### config.mk
export PLATFORM = sky130hd
export DESIGN_NAME = exc_entry
export DESIGN_NICKNAME = d
export VERILOG_FILES = /design/src/core/exc_entry_pkg.sv /design/src/core/exc_entry.sv
export SDC_FILE = /design/constraint.sdc
export NUM_CORES = 2
export LEC_CHECK = 0
export BUFFER_PORTS_ARGS = -buffer_cell sky130_fd_sc_hd__buf_2
export CORE_AREA = 2 2 510 512
export CTS_CLUSTER_SIZE = 16
export DETAILED_ROUTE_END_ITERATION = 12
export DIE_AREA = 0 0 512 514
export PLACE_DENSITY = 0.36
export SYNTH_ARGS = -nofsm -noshare
export SYNTH_HDL_FRONTEND = slang
export SYNTH_SLANG_ARGS = --single-unit
### constraint.sdc
create_clock -name clk_i -period 236.1 [get_ports clk_i]
set_input_delay 70.83 -clock clk_i [delete_from_list [all_inputs] [get_ports clk_i]]
set_output_delay 70.83 -clock clk_i [all_outputs]
set_load 0.01 [all_outputs]
### src/core/exc_entry_pkg.sv
// Constants and types for the exception entry and stacking block
package exc_entry_pkg;
  localparam int NUM_EXC = 32;
  localparam logic [4:0] HARD_FAULT_NUM = 5'h03;
  localparam logic [4:0] USAGE_FAULT_NUM = 5'h06;
  localparam logic [4:0] SECURE_FAULT_NUM = 5'h07;
  localparam logic [4:0] SVCALL_NUM = 5'h0B;
  // Register word addresses (byte address bits [7:0])
  localparam logic [7:0] ADR_CTRL = 8'h00;
  localparam logic [7:0] ADR_STATUS = 8'h04;
  localparam logic [7:0] ADR_PEND = 8'h08;
  localparam logic [7:0] ADR_ACTIVE = 8'h0C;
  localparam logic [7:0] ADR_VTOR = 8'h10;
  localparam logic [7:0] ADR_FRAME_SP = 8'h14;
  localparam logic [7:0] ADR_FP_ADDR = 8'h18;
  // Field positions
  localparam int CTRL_LAZY_BIT = 0;
  localparam int CTRL_SPLIT_BIT = 1;
  localparam int ST_BAD_RETURN = 0;
  localparam int ST_BAD_EXEC = 1;
  localparam int ST_BAD_ENTRY = 2;
  localparam int ST_BAD_TRAN = 3;
  localparam int ST_HARD = 4;
  localparam int ST_LAZY_BIT = 8;
  localparam int ST_BUSY_BIT = 9;
  localparam int PSR_REALIGN_BIT = 9;
  localparam int PSR_SFPA_BIT = 20;
  localparam logic [31:0] VTOR_RESET = 32'h0000_0000;
  // Frame layout in words and push steps, FP area offset in bytes
  localparam logic [5:0] STATE_WORDS = 6'h08;
  localparam logic [5:0] FP_WORDS = 6'h12;
  localparam logic [5:0] ADD_WORDS = 6'h0A;
  localparam logic [5:0] STEP_PSR = 6'h06;
  localparam logic [5:0] STEP_RA = 6'h07;
  localparam logic [5:0] STEP_FP0 = 6'h08;
  localparam logic [5:0] STEP_FP_LAST = 6'h18;
  localparam logic [5:0] STEP_ADD0 = 6'h19;
  localparam logic [5:0] STEP_LAST = 6'h22;
  localparam logic [7:0] FP_OFS_BYTES = 8'h20;
  // Arbitrary function-return pattern and integrity signature
  localparam logic [30:0] FNC_RET_UPPER = 31'h7F7F_FFFF;
  localparam logic [31:0] INTEGRITY_SIG = 32'h5AA5_0F0E;
  localparam logic [31:0] EXC_RET_BASE = 32'hFFFF_FF80;

  typedef enum logic [2:0] {
    ST_IDLE = 3'h0,
    ST_ALLOC = 3'h1,
    ST_PUSH = 3'h3,
    ST_LR = 3'h2,
    ST_TAKE = 3'h6,
    ST_VEC = 3'h7
  } phase_t;

  typedef struct packed {
    logic [31:0] pc;
    logic [31:0] lr;
    logic [8:0] exception_number_status;
    logic thumb;
    logic spsel;
    logic done;
  } core_out_t;

  typedef struct packed {
    phase_t st;
    logic [4:0] num;
    logic [NUM_EXC-1:0] pending;
    logic [NUM_EXC-1:0] active;
    logic lazy_en;
    logic split;
    logic [4:0] faults;
    logic lazy_act;
    logic [5:0] step;
    logic busy;
    logic [31:0] adr;
    logic [31:0] dat;
    logic [31:0] frame_sp;
    logic pad;
    logic ext;
    logic fp;
    logic [31:0] ra;
    logic [31:0] vtor;
    logic [31:0] fp_addr;
    core_out_t co;
    logic wb_ack;
    logic [31:0] wb_dat;
  } state_t;
endpackage : exc_entry_pkg

### src/core/exc_entry.sv
// Exception entry, preemption and stack frame writer
`timescale 1ns/1ps
module exc_entry
  import exc_entry_pkg::*;
#(
  parameter bit MAIN_EXT = 1'b1,
  parameter bit FP_EXT = 1'b1,
  parameter bit SEC_EXT = 1'b0
) (
  // Clock and reset
  input wire logic clk_i,
  input wire logic rst_i,
  // Register bus slave
  input wire logic wb_cyc_i,
  input wire logic wb_stb_i,
  input wire logic wb_we_i,
  input wire logic [7:0] wb_adr_i,
  input wire logic [3:0] wb_sel_i,
  input wire logic [31:0] wb_dat_i,
  output logic wb_ack_o,
  output logic [31:0] wb_dat_o,
  // Stack and vector memory master
  output logic mem_cyc_o,
  output logic mem_stb_o,
  output logic mem_we_o,
  output logic [3:0] mem_sel_o,
  output logic [31:0] mem_adr_o,
  output logic [31:0] mem_dat_o,
  input wire logic mem_ack_i,
  input wire logic [31:0] mem_dat_i,
  input wire logic vec_secure_i,
  input wire logic vec_sg_nsc_i,
  // Core context
  input wire logic [12:0][31:0] regs_i,
  input wire logic [31:0] lr_i,
  input wire logic [31:0] sp_i,
  input wire logic [31:0] psr_i,
  input wire logic [8:0] exception_number_status_i,
  input wire logic spsel_i,
  input wire logic sfpa_i,
  input wire logic fpca_i,
  input wire logic [31:0] cur_pc_i,
  input wire logic [31:0] next_pc_i,
  input wire logic [7:0] cur_prio_i,
  output logic [4:0] fp_idx_o,
  input wire logic [31:0] fp_dat_i,
  // Exception sources
  input wire logic [NUM_EXC-1:0] exc_set_i,
  input wire logic [NUM_EXC-1:0] exc_sync_i,
  input wire logic [NUM_EXC-1:0] exc_secure_i,
  input wire logic [NUM_EXC-1:0][7:0] exc_prio_i,
  // Function return checks
  input wire logic fnc_chk_i,
  input wire logic [31:0] pc_load_i,
  input wire logic [8:0] stacked_exception_number_status_i,
  input wire logic [31:0] stacked_ra_i,
  input wire logic ret_handler_i,
  // Entry results
  output logic [31:0] pc_o,
  output logic [31:0] lr_o,
  output logic [8:0] exception_number_status_o,
  output logic handler_mode_o,
  output logic thumb_o,
  output logic spsel_o,
  output logic entry_done_o,
  output logic busy_o
);

  state_t s, next_s;
  logic [NUM_EXC-1:0][7:0] eff_prio;
  logic [7:0] best_prio;
  logic [4:0] best_num, rel;
  logic [5:0] frame_words, base, ofs;
  logic [31:0] wdat;
  logic best_valid, preempt, is_fnc, chk_fail, bad_ra, wapp, vec_ok, wb_req;

  // Priority split pushes Non-secure priorities into the lower half
  genvar gi;
  generate
    for (gi = 0; gi < NUM_EXC; gi++) begin : g_prio
      assign eff_prio[gi] = (s.split && !exc_secure_i[gi]) ?
                            {1'b1, exc_prio_i[gi][7:1]} : exc_prio_i[gi];
    end
  endgenerate

  always_comb begin
    best_prio = 8'hFF;
    best_num = 5'h00;
    best_valid = 1'b0;
    for (int i = 0; i < NUM_EXC; i++) begin
      if (s.pending[i] && (!best_valid || eff_prio[i] < best_prio)) begin
        best_prio = eff_prio[i];
        best_num = 5'(i);
        best_valid = 1'b1;
      end
    end
  end

  assign preempt = best_valid && (best_prio < cur_prio_i);
  assign is_fnc = (pc_load_i[31:1] == FNC_RET_UPPER);
  assign chk_fail = (exception_number_status_i > 9'h001) || (!ret_handler_i && stacked_exception_number_status_i != 9'h000)
                    || (ret_handler_i && stacked_exception_number_status_i == 9'h000);
  assign bad_ra = !stacked_ra_i[0];
  assign wb_req = wb_cyc_i && wb_stb_i && !s.wb_ack;
  assign base = s.ext ? ADD_WORDS : 6'h00;
  assign rel = 5'(s.step - STEP_FP0);
  assign fp_idx_o = rel;
  assign vec_ok = !SEC_EXT || (exc_secure_i[s.num] == vec_secure_i)
                  || (!exc_secure_i[s.num] && vec_sg_nsc_i);

  // Word to push at the current step
  always_comb begin
    ofs = base + s.step;
    wdat = 32'h0000_0000;
    wapp = 1'b1;
    if (s.step < 6'h04) begin
      wdat = regs_i[s.step[1:0]];
    end else if (s.step == 6'h04) begin
      wdat = regs_i[12];
    end else if (s.step == 6'h05) begin
      wdat = lr_i;
    end else if (s.step == STEP_PSR) begin
      ofs = base + 6'h07;
      wdat = psr_i;
      wdat[PSR_SFPA_BIT] = sfpa_i;
      wdat[PSR_REALIGN_BIT] = s.pad;
    end else if (s.step == STEP_RA) begin
      ofs = base + 6'h06;
      wdat = s.ra;
    end else if (s.step <= STEP_FP_LAST) begin
      wdat = fp_dat_i;
      wapp = s.fp && !s.lazy_en;
    end else begin
      ofs = s.step - STEP_ADD0;
      wapp = s.ext;
      if (ofs == 6'h00) begin
        wdat = INTEGRITY_SIG;
      end else if (ofs == 6'h01) begin
        wdat = 32'h0000_0000;
      end else begin
        wdat = regs_i[ofs[3:0] + 4'h2];
      end
    end
  end

  always_comb begin
    next_s = s;
    next_s.co.done = 1'b0;
    frame_words = STATE_WORDS + (s.fp ? FP_WORDS : 6'h00) + (s.ext ? ADD_WORDS : 6'h00);
    // Register bus
    next_s.wb_ack = wb_req;
    if (wb_req) begin
      next_s.wb_dat = 32'h0000_0000;
      case (wb_adr_i)
        ADR_CTRL: begin
          next_s.wb_dat[CTRL_LAZY_BIT] = s.lazy_en;
          next_s.wb_dat[CTRL_SPLIT_BIT] = s.split;
          if (wb_we_i && wb_sel_i[0]) begin
            next_s.lazy_en = wb_dat_i[CTRL_LAZY_BIT];
            next_s.split = wb_dat_i[CTRL_SPLIT_BIT];
          end
        end
        ADR_STATUS: begin
          next_s.wb_dat[4:0] = s.faults;
          next_s.wb_dat[ST_LAZY_BIT] = s.lazy_act;
          next_s.wb_dat[ST_BUSY_BIT] = (s.st != ST_IDLE);
          if (wb_we_i && wb_sel_i[0]) begin
            next_s.faults = s.faults & ~wb_dat_i[4:0];
          end
          if (wb_we_i && wb_sel_i[1]) begin
            next_s.lazy_act = s.lazy_act & ~wb_dat_i[ST_LAZY_BIT];
          end
        end
        ADR_PEND: begin
          next_s.wb_dat = s.pending;
          if (wb_we_i) begin
            next_s.pending = s.pending | wb_dat_i;
          end
        end
        ADR_ACTIVE: begin
          next_s.wb_dat = s.active;
          if (wb_we_i) begin
            next_s.active = s.active & ~wb_dat_i;
          end
        end
        ADR_VTOR: begin
          next_s.wb_dat = s.vtor;
          if (wb_we_i) begin
            next_s.vtor = {wb_dat_i[31:7], 7'h00};
          end
        end
        ADR_FRAME_SP: next_s.wb_dat = s.frame_sp;
        ADR_FP_ADDR: next_s.wb_dat = s.fp_addr;
        default: next_s.wb_dat = 32'h0000_0000;
      endcase
    end
    // Hardware set is ORed in; bus writes to pending can only set bits, never clear them
    next_s.pending = next_s.pending | exc_set_i;
    if (fnc_chk_i && is_fnc && chk_fail) begin
      if (MAIN_EXT) begin
        next_s.faults[ST_BAD_RETURN] = 1'b1;
        next_s.pending[USAGE_FAULT_NUM] = 1'b1;
      end else begin
        next_s.faults[ST_HARD] = 1'b1;
        next_s.pending[HARD_FAULT_NUM] = 1'b1;
      end
    end
    if (fnc_chk_i && is_fnc && bad_ra) begin
      next_s.faults[ST_BAD_EXEC] = 1'b1;
      next_s.pending[USAGE_FAULT_NUM] = 1'b1;
    end
    // Entry sequence
    case (s.st)
      ST_IDLE: begin
        next_s.co.exception_number_status = exception_number_status_i;
        next_s.co.spsel = spsel_i;
        if (preempt) begin
          next_s.num = best_num;
          next_s.pad = sp_i[2];
          next_s.fp = FP_EXT && fpca_i;
          next_s.ext = SEC_EXT && !exc_secure_i[best_num];
          next_s.ra = (exc_sync_i[best_num] && best_num != SVCALL_NUM) ?
                      cur_pc_i : next_pc_i;
          next_s.ra[0] = 1'b0;
          next_s.st = ST_ALLOC;
        end
      end
      ST_ALLOC: begin
        next_s.frame_sp = {sp_i[31:3], 3'b000} - {24'h000000, frame_words, 2'b00};
        if (s.fp && s.lazy_en) begin
          next_s.fp_addr = next_s.frame_sp + {24'h000000, base, 2'b00}
                           + {24'h000000, FP_OFS_BYTES};
          next_s.lazy_act = 1'b1;
        end
        next_s.step = 6'h00;
        next_s.st = ST_PUSH;
      end
      ST_PUSH: begin
        if (s.busy) begin
          next_s.busy = !mem_ack_i;
        end else if (s.step > STEP_LAST) begin
          next_s.st = ST_LR;
        end else begin
          if (wapp) begin
            next_s.busy = 1'b1;
            next_s.adr = s.frame_sp + {24'h000000, ofs, 2'b00};
            next_s.dat = wdat;
          end
          next_s.step = s.step + 6'h01;
        end
      end
      ST_LR: begin
        next_s.co.lr = EXC_RET_BASE | {25'h0, exc_secure_i[s.num], !s.ext, !s.fp,
                       (s.co.exception_number_status == 9'h000), spsel_i, 2'b01};
        next_s.st = ST_TAKE;
      end
      ST_TAKE: begin
        if (best_valid && best_prio < eff_prio[s.num]) begin
          next_s.num = best_num;
        end
        next_s.co.exception_number_status = {4'h0, next_s.num};
        next_s.co.spsel = 1'b0;
        next_s.pending[next_s.num] = exc_set_i[next_s.num];
        next_s.active[next_s.num] = 1'b1;
        next_s.busy = 1'b1;
        next_s.adr = s.vtor + {25'h0, next_s.num, 2'b00};
        next_s.st = ST_VEC;
      end
      ST_VEC: begin
        if (mem_ack_i) begin
          next_s.busy = 1'b0;
          next_s.st = ST_IDLE;
          if (vec_ok) begin
            next_s.co.thumb = mem_dat_i[0];
            next_s.co.pc = mem_dat_i;
            next_s.co.done = 1'b1;
          end else begin
            next_s.faults[exc_secure_i[s.num] ? ST_BAD_TRAN : ST_BAD_ENTRY] = 1'b1;
            next_s.pending[SECURE_FAULT_NUM] = 1'b1;
          end
        end
      end
      default: next_s.st = ST_IDLE;
    endcase
  end

  always_ff @(posedge clk_i) begin
    if (rst_i) begin
      s <= '0;
      s.vtor <= VTOR_RESET;
    end else begin
      s <= next_s;
    end
  end

  assign wb_ack_o = s.wb_ack;
  assign wb_dat_o = s.wb_dat;
  assign mem_cyc_o = s.busy;
  assign mem_stb_o = s.busy;
  assign mem_we_o = (s.st != ST_VEC);
  assign mem_sel_o = 4'hF;
  assign mem_adr_o = s.adr;
  assign mem_dat_o = s.dat;
  assign pc_o = s.co.pc;
  assign lr_o = s.co.lr;
  assign exception_number_status_o = s.co.exception_number_status;
  assign handler_mode_o = (s.co.exception_number_status != 9'h000);
  assign thumb_o = s.co.thumb;
  assign spsel_o = s.co.spsel;
  assign entry_done_o = s.co.done;
  assign busy_o = (s.st != ST_IDLE);

  AST_FNC_FAULT: assert property (@(posedge clk_i) disable iff (rst_i)
    fnc_chk_i && is_fnc && chk_fail |=> (MAIN_EXT ? s.faults[ST_BAD_RETURN] : s.faults[ST_HARD]))
    else $error("function return fault not recorded");
  AST_RA_STATE: assert property (@(posedge clk_i) disable iff (rst_i)
    fnc_chk_i && is_fnc && !stacked_ra_i[0] |=> s.faults[ST_BAD_EXEC] && s.pending[USAGE_FAULT_NUM])
    else $error("bad exec state fault missing");
  AST_PREEMPT: assert property (@(posedge clk_i) disable iff (rst_i)
    s.st == ST_IDLE && next_s.st == ST_ALLOC |-> best_prio < cur_prio_i)
    else $error("entry started without priority win");
  AST_LR_FIRST: assert property (@(posedge clk_i) disable iff (rst_i)
    s.st == ST_LR |=> s.st == ST_TAKE ##1 lr_o[31:7] == EXC_RET_BASE[31:7])
    else $error("link value not set before take");
  AST_SPSEL: assert property (@(posedge clk_i) disable iff (rst_i)
    s.st == ST_TAKE |=> !spsel_o && handler_mode_o && s.active[s.num])
    else $error("stack select or active not updated");
  AST_VEC_PC: assert property (@(posedge clk_i) disable iff (rst_i)
    s.st == ST_VEC && mem_ack_i && vec_ok |=> pc_o == $past(mem_dat_i) && thumb_o == $past(mem_dat_i[0]))
    else $error("vector not loaded");
  AST_IN_FRAME: assert property (@(posedge clk_i) disable iff (rst_i)
    s.busy && s.st == ST_PUSH |-> s.adr >= s.frame_sp && s.adr[1:0] == 2'b00)
    else $error("push outside frame");
  AST_RA_ZERO: assert property (@(posedge clk_i) disable iff (rst_i)
    s.st == ST_ALLOC |-> !s.ra[0])
    else $error("return address bit zero set");
  AST_REALIGN: assert property (@(posedge clk_i) disable iff (rst_i)
    s.st == ST_PUSH && !s.busy && s.step == STEP_PSR |=> s.dat[PSR_REALIGN_BIT] == s.pad)
    else $error("realign flag wrong");
endmodule : exc_entry

Yosys cells after proc, flatten, opt, wreduce, memory -nomap -nowiden --
Cells that the tools add are included.
Operators by class: magnitude comparators 43, bitwise logic cells 12, equal/unequal tests 25, add/subtract/negate cells 9, reductions and logical operators 213, mux-type cells 208
Operator list (number):
- $mux 8 | 66
- $mux 32 | 15
- $lt 8x8->1 | 33
- $mux 5 | 34
- $bmux 32 s4 | 1
- $pmux 22 s5 | 1
- $or 32x32->32 | 3
- $logic_and 1x1->1 | 78
- $mux 72 | 1
- $mux 71 | 1
- $logic_not 1->1 | 69
- $mux 65 | 1
- $bmux 32 s2 | 1
- $mux 64 | 1
- $pmux 32 s2 | 1
- $mux 1 | 54
- $mux 6 | 8
- $bmux 8 s5 | 1
- $mux 39 | 1
- $logic_or 1x1->1 | 33
- $add 32x6->32 const B | 1
- $add 32x7->32 | 1
- $add 32x8->32 | 1
- $and 32x32->32 | 1
- 56 further kinds | 103
Word-level totals: logic and storage cells 538, input port bits 1139, register bits 357, output and inout bits 187

Longest topological paths before layout --
depth after elaboration 138, gate-level depth with buffers 386, mapped depth without buffers 352

Least setup slack after synthesis --
OpenSTA, ideal clock, no wires.
path kind input -> register, start in exc_secure_i[0], end reg s[365] (netlist name), data required time 235.955 ns, library setup time 0.145 ns, arrival 134.544 ns, slack 101.411 ns, stages 365, path buffers 35, cell sequence nand2b_1 > buf_2 > nor2_1 > a21oi_1 > and2_1 > ha_1 > a21oi_1 > a21boi_0 > or4b_1 > a41oi_4 > nor2_1 > clkbuf_1 > o21ai_0 > ha_1 > a21oi_1 > o21ai_0 > inv_1 > a21oi_1 > [... 329 more ...] > a32o_1 > a21o_2 > clkbuf_1 > o21ai_0 > ha_1 > a21oi_1 > nor2b_1 > o21ai_0 > o21ai_0 > nor3_1 > o31ai_4 > buf_6 > mux2_4 > mux2_1 > a31oi_1 > and4bb_1 > buf_2 > a311oi_2
Between the ends: word-level cells in the longest chain between the ends 138, elaborated cells between the ends (all ways) 235, those cells by class order compare: 34; mux: 105; reduce/logical: 96
Ends and longest elaborated chain:
- from (decl) | line exc_entry.sv:50 | input wire logic [NUM_EXC-1:0] exc_secure_i,
- $logic_not 1->1 * | line exc_entry.sv:81 | assign eff_prio[gi] = (s.split && !exc_secure_i[gi]) ?
- $logic_and 1x1->1 * | line exc_entry.sv:81
- $mux 8 * | line exc_entry.sv:81
- $mux 8 | line exc_entry.sv:91 | if (s.pending[i] && (!best_valid || eff_prio[i] < best_prio)) begin
- $lt 8x8->1 | line exc_entry.sv:91
- $logic_or 1x1->1 | line exc_entry.sv:91
- $logic_and 1x1->1 | line exc_entry.sv:91
- $mux 8 or $mux 1 (tied branches) | line exc_entry.sv:91
- [... 122 more ...]
- $mux 5 * | line exc_entry.sv:258 | if (best_valid && best_prio < eff_prio[s.num]) begin
- $mux 5 * | line exc_entry.sv:213 | case (s.st)
- $lt 5x6->1 (not written as such) or $ge 5x1->1 (tied branches) | line exc_entry.sv:263 | next_s.pending[next_s.num] = exc_set_i[next_s.num];
- $logic_and 1x1->1 (not written as such) | line exc_entry.sv:263
- $mux 1 (not written as such) | line exc_entry.sv:263
- $demux 1 s5 | line exc_entry.sv:263
- $bwmux 32 * | line exc_entry.sv:263
- $mux 24 * | line exc_entry.sv:213
- to (signal assigned) | line exc_entry.sv:292 | s <= next_s;
- to (decl) | line exc_entry.sv:69 | state_t s, next_s;
Mark *: on every way between the ends. The rest lies on a longest branch, timed or not. The select of a mux whose other input is x is not followed. A chain may end at the register's enable or synchronous reset.

Worst setup path after layout --
start in exc_secure_i[0], end reg s[364] (netlist name)
The elaborated chain is that of the path after synthesis.

==> out/qor.txt <==
hold path depth = 2
compound-gate portion of the synthesized area = 23.9%
DRC violations left = 0
gr ovfl total = 0
Adder-Cell Fraction of Synth Area = 6.72%
Clock Pin Slew Worst Setup and Hold Paths = 0.06 ns
layout filler cell count = 29,500
slowest cell delay on critical path = 0.91 ns
reg2reg end = s[364]
# setup viols final = 0
Synth Area in XOR/XNOR = 1.71%
I/O pin cnt = 1,326
worst-path maximum fanout = 21
post-cts repair resize count = 0
outcome = completed
vias in the first global route = 45,800
nature of the critical path endpoint = flip-flop
slowest CP cell = a32oi_2
layout net count = 7,508
# Post-CTS Setup Buffers = 0
FF+latch count, synth = 346
area leader, netlist = dfxtp_1
Synth Cell Area = 41,600 um2
die area = 263,000 um2
Die Span Y = 514 um
crit path launch type = input pin
Final Skew = 0.0206 ns
Rel. slew slack = 21.4%
Slew @ Worst Pin = 1.18 ns
largest family of logic cells by synthesized area = compound AO/OA/AOI/OAI gates
Synth warnings = 0
Synth Area per Inst = 7.93 um2
Setup TNS Final = 0 ns
Post-synth EDFFs = 0
Synth Area in Simple Gates = 18.7%
min Tclk post-route = 151.67 ns
first-pass GRT wire length = 382,000 um
Slew Limit Fails = 0
RSZ-0062 raised after global routing = false
CTS Sinks = 346
clock latency on the worst-skew pair = 0.68 ns
final instance area = 52,300 um2
H-tree levels = 2
mux share of post-synthesis cell area = 23.5%
effective utilization at floorplan = 16.1%
cts hold-fix bufs = 0
proportion of layout cells with a drive suffix above 1 = 31.6%
worst hold start = pc_o[25]
drt pass-1 iters = 6
Yosys cell types = 132
CTS root buf = clkbuf_16
Initial DRC Count = 3,636
total core area = 258,000 um2
Synth Instances = 5,242
placed wire-length estimate = 243,000 um
most frequent cells in the layout = 1,274 x buf_2, 652 x nand2_1, 450 x nor2_1, 420 x a21oi_1, 340 x dfxtp_1
maximum clock path buffer count = 3
FF-to-FF path depth = 330
DIE WIDTH = 512 um
Post-DRT Antenna Nets = 0
worst min-delay path category = reg -> reg
number of I/O port buffers = 1,275
Post-synth ARST share = 0%
R2R Path Start = s[317]
vias = 46,700
Post-DP Area = 50,300 um2
register area share after synthesis = 16.7%
Hold EP = pc_o[25]
WL per Instance = 29.2 um
gpl congestion = 0.934
Total Routing Usage GR = 20.6%
commonest non-fill, non-tap cell in the layout = buf_2
crit path DAT = 152.23 ns
Reg area = 6940 um2
FP Rows = 187
pin count of the biggest net entering global routing = 93
Final Hold Vio Count = 0
final period utilization = 64.2%
Syn-to-layout area delta = 25.9%
share of the synthesized area in the top cell type = 16.7%
initial antenna violation count = 161
synth top area cells = dfxtp_1 17%, mux4_2 11%, mux2i_1 7.2%
reg2reg setup slack = 153.87 ns
average via count per standard cell = 4.81
area occupied by multi-input gates = 31,200 um2
total wire length = 284,000 um
Max Clk Rate = 6.59 MHz
TritonCTS clock tree = built
most used cell, CP = a21o_1
main flop type after synthesis = dfxtp_1
critical path class = in -> reg
worst path required time = 236.67 ns
# Max-Cap Violations = 0
CTS Buf Count = 50
Final Util = 20.3%
worst max-delay path, delay by kind of cell:
kind                     cells  cell delay (ns)
multiplexers                12             4.91
AO/OA/AOI/OAI              184            44.20
buffers and inverters        9             1.44
adder cells (fa/ha/maj)     32            10.13
AND/OR/NAND/NOR             93            20.42
sequential cells by signal, summed over array words and instances (netlist names):
signal / count
s: 202
mem_dat_o: 32
pc_o: 32
wb_dat_o: 32
mem_adr_o: 30
exception_number_status_o: 9
lr_o: 5
entry_done_o: 1
mem_cyc_o: 1
spsel_o: 1
wb_ack_o: 1
kinds of logic after synthesis:
logic type | Yosys count
buffers and inverters | 728
adder cells (fa/ha/maj) | 224
other | 2
AO/OA/AOI/OAI | 1482
multiplexers | 691
AND/OR/NAND/NOR | 1688
XOR/XNOR | 81
flip-flops | 346
worst max path at each step:
| stage | from | to | slack [ns] | cells past startpoint |
|---|---|---|---|---|
| global route | exc_secure_i[0] | s[365] | 78.27 | 333 |
| global placement | exc_secure_i[0] | s[365] | 85.01 | 331 |
| finish | exc_secure_i[0] | s[364] | 84.43 | 330 |
| floorplan | exc_secure_i[0] | s[365] | 101.41 | 365 |
| detailed placement | exc_secure_i[0] | s[380] | 85.18 | 330 |
| CTS | exc_secure_i[0] | s[380] | 85.55 | 330 |
layer usage:
metal  GRT usage (%)  share of wire, %  vias to the layer above
li1                -                 -                    21300
met1            23.2                38                    22900
met2            36.1                49                     1959
met3            3.44               5.8                      512
met4            12.5               7.1                       40
met5               0             0.085                        -
layout make-up:
class | instances | area share, %
Inverter | 203 | 1.46
Multi-Input combinational cell | 4173 | 59.6
Clock inverter | 17 | 0.521
Sequential cell | 346 | 13.3
Clock buffer | 72 | 2.68
Timing Repair Buffer | 1377 | 13.7
Antenna cell | 131 | 0.627
Tap cell | 3402 | 8.14
metrics by stage:
step	hold WS (ns)	instances	setup slack [ns]
after detailed placement	0.444	9501	85.18
after global placement	0.440	9501	85.01
after global routing	0.468	9688	78.27
after CTS	0.452	9590	85.55
after floorplan	0.427	5247	101.41
final	0.449	9721	84.43
Yosys cell counts, types with 107 or more instances:
cell / number
buf_4: 199
nor2_1: 456
mux2_2: 172
ha_1: 217
inv_1: 202
mux2i_1: 297
a22oi_1: 107
dfxtp_1: 346
mux4_2: 208
clkbuf_1: 237
nand2_1: 654
a21oi_1: 421
o21ai_0: 276
a211oi_1: 163
Power is not shown: default switching activity piles up to over one toggle a cycle in this logic, so the estimate is an artifact.
